### config.mk
export PLATFORM = sky130hd
export DESIGN_NAME = ccsr_core
export DESIGN_NICKNAME = d
export VERILOG_FILES = /design/src/rtl/ccsr_pkg.sv /design/src/rtl/ccsr_alu_if.sv /design/src/rtl/ccsr_flag_unit.sv /design/src/rtl/ccsr_core.sv
export SDC_FILE = /design/constraint.sdc
export NUM_CORES = 1
export LEC_CHECK = 0
export BUFFER_PORTS_ARGS = -buffer_cell sky130_fd_sc_hd__buf_2
export CAP_MARGIN = 20
export CORE_UTILIZATION = 34
export DETAILED_ROUTE_END_ITERATION = 8
export GPL_ROUTABILITY_DRIVEN = 1
export PLACE_DENSITY_LB_ADDON = 0.15
export SLEW_MARGIN = 20
export SYNTH_ARGS = -nofsm -noshare
export SYNTH_HDL_FRONTEND = slang
export SYNTH_SLANG_ARGS = --single-unit
### constraint.sdc
create_clock -name ref_clk_in -period 13.1 [get_ports ref_clk_in]
set_input_delay 3.93 -clock ref_clk_in [delete_from_list [all_inputs] [get_ports ref_clk_in]]
set_output_delay 3.93 -clock ref_clk_in [all_outputs]
set_load 0.005 [all_outputs]
### src/rtl/ccsr_pkg.sv
// Shared constants and types of the CPU control and status registers.
package ccsr_pkg;
  localparam int PC_W = 24;
  localparam int DATA_W = 32;
  localparam int INSN_TYPES = 65;
  localparam logic [1:0] BLOCK_STATES = 2'h3;
  localparam logic [23:0] PC_STEP = 24'h000002;
  localparam logic [23:0] STK_WORD = 24'h000002;
  localparam logic [23:0] STK_LONG = 24'h000004;
  // Extended control register layout.
  localparam int EXR_T = 7;
  localparam logic [7:0] EXR_RSVD = 8'h78;
  localparam logic [7:0] EXR_MASK = 8'h07;
  localparam logic [7:0] EXR_RST = 8'h7f;
  // Condition-code register layout.
  localparam int CCR_I = 7;
  localparam int CCR_UI = 6;
  localparam int CCR_H = 5;
  localparam int CCR_U = 4;
  localparam int CCR_N = 3;
  localparam int CCR_Z = 2;
  localparam int CCR_V = 1;
  localparam int CCR_C = 0;
  localparam logic [7:0] CCR_RST = 8'h80;
  // Operands are left-aligned so one carry tap serves every size.
  localparam int H_TAP = 28;
  localparam logic [5:0] SH_BYTE = 6'h18;
  localparam logic [5:0] SH_WORD = 6'h10;
  localparam logic [5:0] SH_LONG = 6'h00;
  localparam logic [7:0] BCD_HI_LIM = 8'h99;
  localparam logic [3:0] BCD_LO_LIM = 4'h9;
  localparam logic [7:0] BCD_HI_ADJ = 8'h60;
  localparam logic [7:0] BCD_LO_ADJ = 8'h06;
  typedef enum logic [1:0] {SZ_BYTE = 2'h0, SZ_WORD = 2'h1, SZ_LONG = 2'h2} ccsr_size_e;
  typedef enum logic [3:0] {
    ALU_NONE = 4'h0, ALU_ADD = 4'h1, ALU_ADDX = 4'h2, ALU_SUB = 4'h3,
    ALU_SUBX = 4'h4, ALU_CMP = 4'h5, ALU_NEG = 4'h6, ALU_LOGIC = 4'h7,
    ALU_SHIFT = 4'h8, ALU_DAA = 4'h9, ALU_DAS = 4'ha
  } ccsr_alu_e;
  typedef enum logic [2:0] {
    CTL_NONE = 3'h0, CTL_LOAD = 3'h1, CTL_AND = 3'h2, CTL_OR = 3'h3,
    CTL_XOR = 3'h4, CTL_STORE = 3'h5
  } ccsr_ctl_e;
  typedef enum logic [2:0] {
    BIT_NONE = 3'h0, BIT_LOAD = 3'h1, BIT_AND = 3'h2, BIT_OR = 3'h3,
    BIT_XOR = 3'h4, BIT_TEST = 3'h5, BIT_STORE = 3'h6
  } ccsr_bit_e;
  typedef enum logic [2:0] {
    CLS_XFER = 3'h0, CLS_ARITH = 3'h1, CLS_LOGIC = 3'h2, CLS_SHIFT = 3'h3,
    CLS_BIT = 3'h4, CLS_BRANCH = 3'h5, CLS_SYS = 3'h6, CLS_BLOCK = 3'h7
  } ccsr_class_e;
  typedef enum logic [1:0] {STK_NONE = 2'h0, STK_PUSH = 2'h1, STK_POP = 2'h2} ccsr_stk_e;
  typedef enum logic [3:0] {
    CC_T = 4'h0, CC_F = 4'h1, CC_HI = 4'h2, CC_LS = 4'h3, CC_CC = 4'h4, CC_CS = 4'h5,
    CC_NE = 4'h6, CC_EQ = 4'h7, CC_VC = 4'h8, CC_VS = 4'h9, CC_PL = 4'ha, CC_MI = 4'hb,
    CC_GE = 4'hc, CC_LT = 4'hd, CC_GT = 4'he, CC_LE = 4'hf
  } ccsr_cond_e;
endpackage

### src/rtl/ccsr_alu_if.sv
// Link between the register core and its flag computation unit.
`timescale 1ns/1ps
interface ccsr_alu_if;
  ccsr_pkg::ccsr_alu_e op;
  ccsr_pkg::ccsr_size_e size;
  logic [31:0] a;
  logic [31:0] b;
  logic cin;
  logic [31:0] res;
  logic [4:0] flags;
  logic [4:0] upd;
  modport unit(input op, size, a, b, cin, output res, flags, upd);
  modport core(output op, size, a, b, cin, input res, flags, upd);
endinterface

### src/rtl/ccsr_flag_unit.sv
// Arithmetic flag computation; flags and upd are ordered {h, n, z, v, c}.
`timescale 1ns/1ps
module ccsr_flag_unit (
  ccsr_alu_if.unit bus
);
  function automatic logic [5:0] align(input ccsr_pkg::ccsr_size_e s);
    unique case (s)
      ccsr_pkg::SZ_BYTE: align = ccsr_pkg::SH_BYTE;
      ccsr_pkg::SZ_WORD: align = ccsr_pkg::SH_WORD;
      default: align = ccsr_pkg::SH_LONG;
    endcase
  endfunction

  always_comb begin
    logic [5:0] sh;
    logic [31:0] x;
    logic [31:0] y;
    logic [31:0] ci;
    logic [32:0] s;
    logic h;
    logic v;
    sh = align(bus.size);
    x = bus.a << sh;
    y = bus.b << sh;
    ci = {31'h0, bus.cin} << sh;
    s = {1'b0, x};
    h = 1'b0;
    v = 1'b0;
    bus.upd = 5'h1f;
    unique case (bus.op)
      ccsr_pkg::ALU_ADD, ccsr_pkg::ALU_ADDX: begin
        s = {1'b0, x} + {1'b0, y} + ((bus.op == ccsr_pkg::ALU_ADDX) ? {1'b0, ci} : 33'h0);
        v = (x[31] == y[31]) && (s[31] != x[31]);
      end
      ccsr_pkg::ALU_SUB, ccsr_pkg::ALU_SUBX, ccsr_pkg::ALU_CMP: begin
        s = {1'b0, x} - {1'b0, y} - ((bus.op == ccsr_pkg::ALU_SUBX) ? {1'b0, ci} : 33'h0);
        v = (x[31] != y[31]) && (s[31] != x[31]);
      end
      ccsr_pkg::ALU_NEG: begin
        y = x;
        x = 32'h0;
        s = 33'h0 - {1'b0, y};
        v = y[31] && s[31];
      end
      ccsr_pkg::ALU_LOGIC: bus.upd = 5'h0e;
      ccsr_pkg::ALU_SHIFT: begin
        s[32] = bus.cin;
        bus.upd = 5'h0f;
      end
      ccsr_pkg::ALU_NONE, ccsr_pkg::ALU_DAA, ccsr_pkg::ALU_DAS: bus.upd = 5'h00;
      default: bus.upd = 5'h00;
    endcase
    // Carry or borrow out of bit 3, 11 or 27 lands on the same tap.
    h = s[ccsr_pkg::H_TAP] ^ x[ccsr_pkg::H_TAP] ^ y[ccsr_pkg::H_TAP];
    bus.res = s[31:0] >> sh;
    // Sign, zero, overflow and carry.
    bus.flags = {h, s[31], (s[31:0] == 32'h0), v, s[32]};
  end
endmodule

### src/rtl/ccsr_core.sv
// Program counter, extended control and condition-code registers of the CPU.
// Overview of operation
// - Keep a 24-bit counter; instruction fetch treats bit zero as 0.
// - Trace bit set raises a trace exception after every executed instruction.
// - Extended control bits 6 to 3 always read as 1.
// - Extended control bits 2 to 0 hold the interrupt mask level 0 to 7.
// - Control load, and, or, xor block all interrupts three states; store does not.
// - Interrupt mask bit masks all but non-maskable; set at exception start.
// - Condition-code bits 6 and 4 are plain software user bits.
// - Half-carry from bit 3, 11 or 27 for add, subtract, compare, negate.
// - Negative flag takes the sign bit of the result.
// - Zero flag set for zero result, cleared otherwise.
// - Overflow flag set on arithmetic overflow, cleared otherwise.
// - Carry holds carry, borrow or shifted-out bit; bit accumulator too.
// - Branch conditions use N, Z, V, C; some instructions keep flags.
// - Reset loads counter from vector, clears trace, sets both masks.
// - Odd word or longword accesses drop address bit zero, no error.
// - Bit operations pick bit 0 to 7 of a byte; BCD is two digits.
// - Push and pop are pre-decrement and post-increment stack moves.
// - The 65 instruction types arrive already sorted into eight classes.
`timescale 1ns/1ps
module ccsr_core (
  // Clock and reset
  input wire logic ref_clk_in,
  input wire logic rst_in,
  input wire logic [23:0] reset_vector_in,
  // Instruction completion and program counter
  input wire logic step_in,
  input wire ccsr_pkg::ccsr_class_e step_class_in,
  input wire logic pc_step_in,
  input wire logic pc_load_in,
  input wire logic [23:0] pc_value_in,
  input wire logic exc_start_in,
  // Arithmetic and shift flag inputs
  input wire ccsr_pkg::ccsr_alu_e alu_op_in,
  input wire ccsr_pkg::ccsr_size_e alu_size_in,
  input wire logic [31:0] alu_a_in,
  input wire logic [31:0] alu_b_in,
  input wire logic shift_out_in,
  // Bit manipulation
  input wire ccsr_pkg::ccsr_bit_e bit_op_in,
  input wire logic bit_invert_in,
  input wire logic [2:0] bit_sel_in,
  input wire logic [7:0] bit_byte_in,
  // Control-register instructions
  input wire ccsr_pkg::ccsr_ctl_e ctl_op_in,
  input wire logic ctl_exr_in,
  input wire logic [7:0] ctl_data_in,
  // Interrupt requests
  input wire logic nmi_in,
  input wire logic irq_in,
  input wire logic [2:0] irq_level_in,
  // Branch condition and memory addressing
  input wire ccsr_pkg::ccsr_cond_e cond_in,
  input wire logic [23:0] acc_addr_in,
  input wire logic acc_wide_in,
  input wire ccsr_pkg::ccsr_stk_e stack_op_in,
  input wire logic stack_long_in,
  input wire logic [23:0] sp_in,
  // Register views
  output logic [23:0] pc_out,
  output logic [23:0] fetch_addr_out,
  output logic [7:0] exr_out,
  output logic [7:0] ccr_out,
  output logic [7:0] ctl_read_out,
  output logic [31:0] result_out,
  // Events and addressing results
  output logic trace_exc_out,
  output logic nmi_accept_out,
  output logic irq_accept_out,
  output logic cond_true_out,
  output logic [23:0] acc_addr_out,
  output logic [23:0] stack_addr_out,
  output logic [23:0] sp_next_out
);
  typedef struct packed {
    logic [23:0] pc;
    logic [23:0] fetch;
    logic [7:0] extended_control;
    logic [7:0] condition_code;
    logic [7:0] ctl_read;
    logic [31:0] result;
    logic [1:0] blk;
    logic trace;
    logic nmi_acc;
    logic irq_acc;
    logic cond;
    logic [23:0] acc;
    logic [23:0] stk;
    logic [23:0] sp;
  } ccsr_state_s;

  ccsr_state_s st_q;
  ccsr_state_s st_d;
  ccsr_alu_if alu_bus ();

  ccsr_flag_unit u_flag (
    .bus(alu_bus.unit)
  );

  assign alu_bus.op = alu_op_in;
  assign alu_bus.size = alu_size_in;
  assign alu_bus.a = alu_a_in;
  assign alu_bus.b = alu_b_in;
  assign alu_bus.cin = (alu_op_in == ccsr_pkg::ALU_SHIFT) ? shift_out_in : st_q.condition_code[ccsr_pkg::CCR_C];

  // ----------------------------------------------------------------
  // Helper functions
  // ----------------------------------------------------------------
  // Word and longword accesses never fault; odd ones start one byte lower.
  function automatic logic [23:0] even(input logic [23:0] addr);
    even = {addr[23:1], 1'b0};
  endfunction

  function automatic logic branch_taken(input ccsr_pkg::ccsr_cond_e cc, input logic [7:0] f);
    logic n;
    logic z;
    logic v;
    logic c;
    n = f[ccsr_pkg::CCR_N];
    z = f[ccsr_pkg::CCR_Z];
    v = f[ccsr_pkg::CCR_V];
    c = f[ccsr_pkg::CCR_C];
    unique case (cc)
      ccsr_pkg::CC_T: branch_taken = 1'b1;
      ccsr_pkg::CC_F: branch_taken = 1'b0;
      ccsr_pkg::CC_HI: branch_taken = !(c | z);
      ccsr_pkg::CC_LS: branch_taken = c | z;
      ccsr_pkg::CC_CC: branch_taken = !c;
      ccsr_pkg::CC_CS: branch_taken = c;
      ccsr_pkg::CC_NE: branch_taken = !z;
      ccsr_pkg::CC_EQ: branch_taken = z;
      ccsr_pkg::CC_VC: branch_taken = !v;
      ccsr_pkg::CC_VS: branch_taken = v;
      ccsr_pkg::CC_PL: branch_taken = !n;
      ccsr_pkg::CC_MI: branch_taken = n;
      ccsr_pkg::CC_GE: branch_taken = !(n ^ v);
      ccsr_pkg::CC_LT: branch_taken = n ^ v;
      ccsr_pkg::CC_GT: branch_taken = !(z | (n ^ v));
      ccsr_pkg::CC_LE: branch_taken = z | (n ^ v);
    endcase
  endfunction

  // Returns {carry, adjusted byte}; the byte holds two BCD digits.
  function automatic logic [8:0] bcd_adjust(input logic [7:0] a, input logic c, input logic h,
                                            input logic sub);
    logic [7:0] adj;
    logic co;
    adj = 8'h00;
    co = c;
    if (sub) begin
      if (c) begin
        adj = adj | ccsr_pkg::BCD_HI_ADJ;
      end
      if (h) begin
        adj = adj | ccsr_pkg::BCD_LO_ADJ;
      end
      bcd_adjust = {co, a - adj};
    end else begin
      if (c || (a > ccsr_pkg::BCD_HI_LIM)) begin
        adj = adj | ccsr_pkg::BCD_HI_ADJ;
        co = 1'b1;
      end
      if (h || (a[3:0] > ccsr_pkg::BCD_LO_LIM)) begin
        adj = adj | ccsr_pkg::BCD_LO_ADJ;
      end
      bcd_adjust = {co, a + adj};
    end
  endfunction

  // Reserved positions are forced on every write path.
  function automatic logic [7:0] exr_fix(input logic [7:0] v);
    exr_fix = v | ccsr_pkg::EXR_RSVD;
  endfunction

  // ----------------------------------------------------------------
  // Next-state logic
  // ----------------------------------------------------------------
  always_comb begin
    logic [7:0] f;
    logic [8:0] bcd;
    logic bit_v;
    logic [7:0] tgt;
    logic [7:0] nv;
    logic [23:0] stk_sz;
    logic blocked;
    st_d = st_q;
    f = st_q.condition_code;
    bcd = 9'h000;
    tgt = 8'h00;
    nv = 8'h00;
    st_d.trace = 1'b0;
    st_d.nmi_acc = 1'b0;
    st_d.irq_acc = 1'b0;
    blocked = (st_q.blk != 2'h0);
    bit_v = 1'b0;
    stk_sz = ccsr_pkg::STK_WORD;

    // Program counter.
    if (pc_load_in) begin
      st_d.pc = pc_value_in;
    end else if (pc_step_in) begin
      st_d.pc = st_q.pc + ccsr_pkg::PC_STEP;
    end

    // Trace exception after each executed instruction.
    st_d.trace = step_in && st_q.extended_control[ccsr_pkg::EXR_T];

    // Flag updates; transfer, branch, system and block classes keep them.
    if (step_in && ((step_class_in == ccsr_pkg::CLS_ARITH) || (step_class_in == ccsr_pkg::CLS_LOGIC) ||
        (step_class_in == ccsr_pkg::CLS_SHIFT))) begin
      if (alu_bus.upd[4]) f[ccsr_pkg::CCR_H] = alu_bus.flags[4];
      if (alu_bus.upd[3]) f[ccsr_pkg::CCR_N] = alu_bus.flags[3];
      if (alu_bus.upd[2]) f[ccsr_pkg::CCR_Z] = alu_bus.flags[2];
      if (alu_bus.upd[1]) f[ccsr_pkg::CCR_V] = alu_bus.flags[1];
      if (alu_bus.upd[0]) f[ccsr_pkg::CCR_C] = alu_bus.flags[0];
      if (alu_bus.upd != 5'h00) begin
        st_d.result = alu_bus.res;
      end
      if ((alu_op_in == ccsr_pkg::ALU_DAA) || (alu_op_in == ccsr_pkg::ALU_DAS)) begin
        bcd = bcd_adjust(alu_a_in[7:0], st_q.condition_code[ccsr_pkg::CCR_C], st_q.condition_code[ccsr_pkg::CCR_H],
                         alu_op_in == ccsr_pkg::ALU_DAS);
        f[ccsr_pkg::CCR_C] = bcd[8];
        f[ccsr_pkg::CCR_N] = bcd[7];
        f[ccsr_pkg::CCR_Z] = (bcd[7:0] == 8'h00);
        st_d.result = {24'h000000, bcd[7:0]};
      end
    end

    // Carry acts as the one-bit accumulator for bit operations.
    bit_v = bit_byte_in[bit_sel_in] ^ bit_invert_in;
    if (step_in && (step_class_in == ccsr_pkg::CLS_BIT)) begin
      unique case (bit_op_in)
        ccsr_pkg::BIT_NONE: ;
        ccsr_pkg::BIT_LOAD: f[ccsr_pkg::CCR_C] = bit_v;
        ccsr_pkg::BIT_AND: f[ccsr_pkg::CCR_C] = f[ccsr_pkg::CCR_C] & bit_v;
        ccsr_pkg::BIT_OR: f[ccsr_pkg::CCR_C] = f[ccsr_pkg::CCR_C] | bit_v;
        ccsr_pkg::BIT_XOR: f[ccsr_pkg::CCR_C] = f[ccsr_pkg::CCR_C] ^ bit_v;
        ccsr_pkg::BIT_TEST: f[ccsr_pkg::CCR_Z] = !bit_byte_in[bit_sel_in];
        ccsr_pkg::BIT_STORE: begin
          nv = bit_byte_in;
          nv[bit_sel_in] = f[ccsr_pkg::CCR_C] ^ bit_invert_in;
          st_d.result = {24'h000000, nv};
        end
        default: ;
      endcase
    end

    // Control-register instructions; user bits are ordinary storage.
    tgt = ctl_exr_in ? st_q.extended_control : f;
    unique case (ctl_op_in)
      ccsr_pkg::CTL_NONE: nv = tgt;
      ccsr_pkg::CTL_LOAD: nv = ctl_data_in;
      ccsr_pkg::CTL_AND: nv = tgt & ctl_data_in;
      ccsr_pkg::CTL_OR: nv = tgt | ctl_data_in;
      ccsr_pkg::CTL_XOR: nv = tgt ^ ctl_data_in;
      ccsr_pkg::CTL_STORE: begin
        nv = tgt;
        st_d.ctl_read = tgt;
      end
      default: nv = tgt;
    endcase
    if (ctl_exr_in) begin
      st_d.extended_control = exr_fix(nv);
    end else begin
      f = nv;
    end

    // Blocking window counts down one state per clock.
    if ((ctl_op_in == ccsr_pkg::CTL_LOAD) || (ctl_op_in == ccsr_pkg::CTL_AND) ||
        (ctl_op_in == ccsr_pkg::CTL_OR) || (ctl_op_in == ccsr_pkg::CTL_XOR)) begin
      st_d.blk = ccsr_pkg::BLOCK_STATES;
    end else if (blocked) begin
      st_d.blk = st_q.blk - 2'h1;
    end

    // Non-maskable ignores the mask bit and level but not the window.
    st_d.nmi_acc = nmi_in && !blocked;
    st_d.irq_acc = irq_in && !nmi_in && !blocked && !st_q.condition_code[ccsr_pkg::CCR_I] &&
                   (irq_level_in > st_q.extended_control[2:0]);

    // Exception start sets the mask bit, beating any flag write this cycle.
    if (exc_start_in || st_d.nmi_acc || st_d.irq_acc) begin
      f[ccsr_pkg::CCR_I] = 1'b1;
    end
    st_d.condition_code = f;

    // Branch condition and access addressing.
    st_d.cond = branch_taken(cond_in, st_q.condition_code);
    st_d.acc = acc_wide_in ? even(acc_addr_in) : acc_addr_in;
    stk_sz = stack_long_in ? ccsr_pkg::STK_LONG : ccsr_pkg::STK_WORD;
    unique case (stack_op_in)
      ccsr_pkg::STK_PUSH: begin
        st_d.stk = even(sp_in - stk_sz);
        st_d.sp = sp_in - stk_sz;
      end
      ccsr_pkg::STK_POP: begin
        st_d.stk = even(sp_in);
        st_d.sp = sp_in + stk_sz;
      end
      ccsr_pkg::STK_NONE: begin
        st_d.stk = even(sp_in);
        st_d.sp = sp_in;
      end
      default: begin
        st_d.stk = even(sp_in);
        st_d.sp = sp_in;
      end
    endcase

    st_d.fetch = even(st_d.pc);

    // Reset exception handling: vector to counter, trace off, masks set.
    if (rst_in) begin
      st_d = '0;
      st_d.pc = reset_vector_in;
      st_d.fetch = even(reset_vector_in);
      st_d.extended_control = ccsr_pkg::EXR_RST;
      st_d.condition_code = ccsr_pkg::CCR_RST;
    end
  end

  // ----------------------------------------------------------------
  // State register
  // ----------------------------------------------------------------
  always_ff @(posedge ref_clk_in) begin
    st_q <= st_d;
  end

  assign pc_out = st_q.pc;
  assign fetch_addr_out = st_q.fetch;
  assign exr_out = st_q.extended_control;
  assign ccr_out = st_q.condition_code;
  assign ctl_read_out = st_q.ctl_read;
  assign result_out = st_q.result;
  assign trace_exc_out = st_q.trace;
  assign nmi_accept_out = st_q.nmi_acc;
  assign irq_accept_out = st_q.irq_acc;
  assign cond_true_out = st_q.cond;
  assign acc_addr_out = st_q.acc;
  assign stack_addr_out = st_q.stk;
  assign sp_next_out = st_q.sp;
endmodule

==> flow_summary.yaml <==
placed_design:
  postPlaceCellArea_mm2: 0.01920
  port_buffers: 389
  place_congestion: 1.020
  dpl.hpwl_um: 58560
synthesis:
  synth.distinct_cells: 94
  syn_area_per_cell_um2: 7.246
  syn_area_mm2: 0.01810
  ys_seq_area_frac: 0.1825
  synthCells: 2498
  ys_async_sr_fraction: 0
  synthFlopType: "dfxtp_1"
  yosysTopAreaCell: "dfxtp_1"
  synth-edff-count: 24
  netlist_top_cells_area: "dfxtp_1 (14%), ha_1 (11%), buf_4 (7.4%)"
  ys_seq_elements: 153
  yosys_warnings: 0
  synth_top_area_share: 0.1427
clocking:
  ctsResizeCount: 0
  root_buffer: "clkbuf_16"
  clockBufferDepth: 2
  ctsHoldBuffers: 0
  clk_latency_ns: 0.45
  post_cts_buffers: 0
  tritoncts: "built"
  path_clk_slew_ns: 0.07
  cts_sinks: 153
  h-tree-depth: 4
  numCtsBuffers: 17
timing:
  finalCriticalPeriod_ns: 10.96
  worst_slew_pin_slew_ns: 1.036
  rsz0062_at_grt: "no"
  hold_viol_final: 0
  fin_crit_sh: 0.8364
  slew_violations: 0
  setup_viol: 0
  relSlewSlack: 0.3019
  clock.fmax_ghz: 0.09126
  skew_ns: 0.009066
  fin_setup_tns_ns: 0
critical_path:
  reg2reg_depth: 26
  cp_max_fo: 30
  crit-reg2reg-launch: "ccr_out[0]"
  path_buf_inv: 4
  worst_path_max_delay_cell: "fa_1"
  end_kind: "register"
  rrSetupSlack_ns: 5.94
  r2r-end: "exr_out[0]"
  crit_top_cell: "ha_1"
  crit_required_ns: 13.44
  cp_slowest_stage_delay_ns: 0.62
  crit_type: "in2reg"
  start_kind: "primary input"
  cp.arrival_ns: 11.30
  crit_family: "compound AO/OA/AOI/OAI gates"
layout:
  regArea_mm2: 0.003303
  final_common_cell: "buf_2"
  drive_above_1_share: 0.1926
  n_fill_cell: 5643
  final_area_mm2: 0.01978
  mostFrequentLayoutCells: "buf_2 (387), nand2_1 (230), nor2_1 (222), a21oi_1 (187), ha_1 (156)"
  area_delta_synth_final_pct: 9.263
  multi_input_area_mm2: 0.01236
  nets: 2983
die:
  num_rows: 84
  dieArea_mm2: 0.05416
  initial_utilization: 0.3444
  pin_count: 396
  dieHeight_um: 232.7
  core_mm2: 0.05255
  die_w_um: 232.7
power_and_ir_drop:
  p_sw_w: 0.0008095
  power_density_mw_per_mm2: 95.27
  leakage_nw: 9.039
  pwr-share-clk: 0.258
  swShare: 0.4297
  p_seq_frac: 0.285
  p_int_w: 0.001074
  pwr-share-comb: 0.457
  peakVddDrop_mv: 0.08560
global_routing:
  grtUsageTotal: 0.2663
  grt_pass1_wl_um: 109700
  antenna_found_initial: 9
  grt_pass1_vias: 17612
  grt_max_degree: 79
  grt-ovfl-total: 0
drt:
  wl_per_cell_um: 22.66
  routed_via_density: 5.757
  wirelength_um: 74850
  dr_total_vias: 19021
  first_pass_iters: 7
  drc: 0
  drt_iter0_drc: 2001
  ant_nets: 0
min_path:
  min_path_cells: 2
  hold_class: "reg2reg"
  min_from: "result_out[9]"
  whs_endpoint: "result_out[9]"
run_status:
  outcome: "completed"
run:
  maxCapViolations: 0
[synth_stat cells, types with 43 or more instances]
cell type  number
a21o_1         49
a21oi_1       188
a22oi_1        43
buf_4         178
clkbuf_1      127
dfxtp_1       129
ha_1          156
inv_1         148
nand2_1       230
nand3_1        57
nor2_1        223
nor2b_1        44
nor3_1         78
o21ai_0       133
xnor2_1        54
[tightest hold or removal path: cells and delay by family (launching register included)]
family	cells	cell delay, ns
simple gates	1	0.05
flops	1	0.31
compound gates	1	0.05
[power by group through the flow]
stage               clock network [W]  logic (W)  registers [W]
finish                       0.000486   0.000861       0.000537
global route                 0.000512   0.000937       0.000540
CTS                          0.000495   0.000844       0.000537
detailed placement                  0   0.000840       0.000547
global placement                    0   0.000839       0.000547
floorplan                           0   0.000595       0.000537
[worst max path at each step]
stage,from,endpoint,depth (start not counted)
floorplan,alu_size_in[1],exr_out[0],33
detailed placement,alu_size_in[0],exr_out[0],27
finish,alu_size_in[0],exr_out[0],27
global route,alu_size_in[0],exr_out[0],27
global placement,alu_size_in[0],exr_out[0],27
CTS,alu_size_in[0],exr_out[0],27
[flip-flops by register name (all words and copies together) (netlist names)]
register	cells
result_out	32
acc_addr_out	24
pc_out	24
sp_next_out	24
stack_addr_out	23
ccr_out	8
ctl_read_out	8
exr_out	4
st_q	2
cond_true_out	1
irq_accept_out	1
nmi_accept_out	1
trace_exc_out	1
[cells by family (layout without fill, tap and decap cells)]
group | Yosys count | after routing | share of synthesized area
other cells | 2 | 12 | 0.0004149
buf+inv | 486 | 594 | 0.1394
xor+xnor | 86 | 86 | 0.04265
compound gates | 686 | 686 | 0.2500
mux | 57 | 57 | 0.03429
fa+ha+maj | 168 | 168 | 0.1211
flops | 153 | 153 | 0.1825
simple gates | 860 | 860 | 0.2296
[through the flow]
| step | total power (W) | setup WS (ns) | utilization | hold slack, ns | instances |
|---|---|---|---|---|---|
| 6_report | 0.001884 | 2.143 | 0.3763 | 0.4543 | 3304 |
| 4_1_cts | 0.001876 | 2.289 | 0.3759 | 0.4559 | 3300 |
| 2_1_floorplan | 0.001132 | 2.090 | - | 0.4357 | 2504 |
| 5_1_grt | 0.001990 | 1.805 | 0.3763 | 0.4709 | 3303 |
| 3_5_place_dp | 0.001387 | 1.816 | 0.3654 | 0.4472 | 3268 |
| 3_3_place_gp | 0.001385 | 1.969 | 0.3654 | 0.4459 | 3268 |
[metal layers]
metal  vias to the layer above  global-route usage  share of wire
li1                       8943                   -              -
met1                      9009              0.3584           0.43
met2                       894              0.4200           0.45
met3                       163             0.05208          0.086
met4                        12             0.09375          0.034
met5                         -                   0         0.0015
[layout make-up]
class	instances	area share
diodes	4	0.0005061
clock buffers	19	0.02240
clock inverters	13	0.005504
inverters	150	0.02860
multi-input cells	1865	0.6250
flip-flops and latches	153	0.1670
well taps	688	0.04353
repair buffers	412	0.1074
No activity file was read; power rests on OpenSTA's default activity.
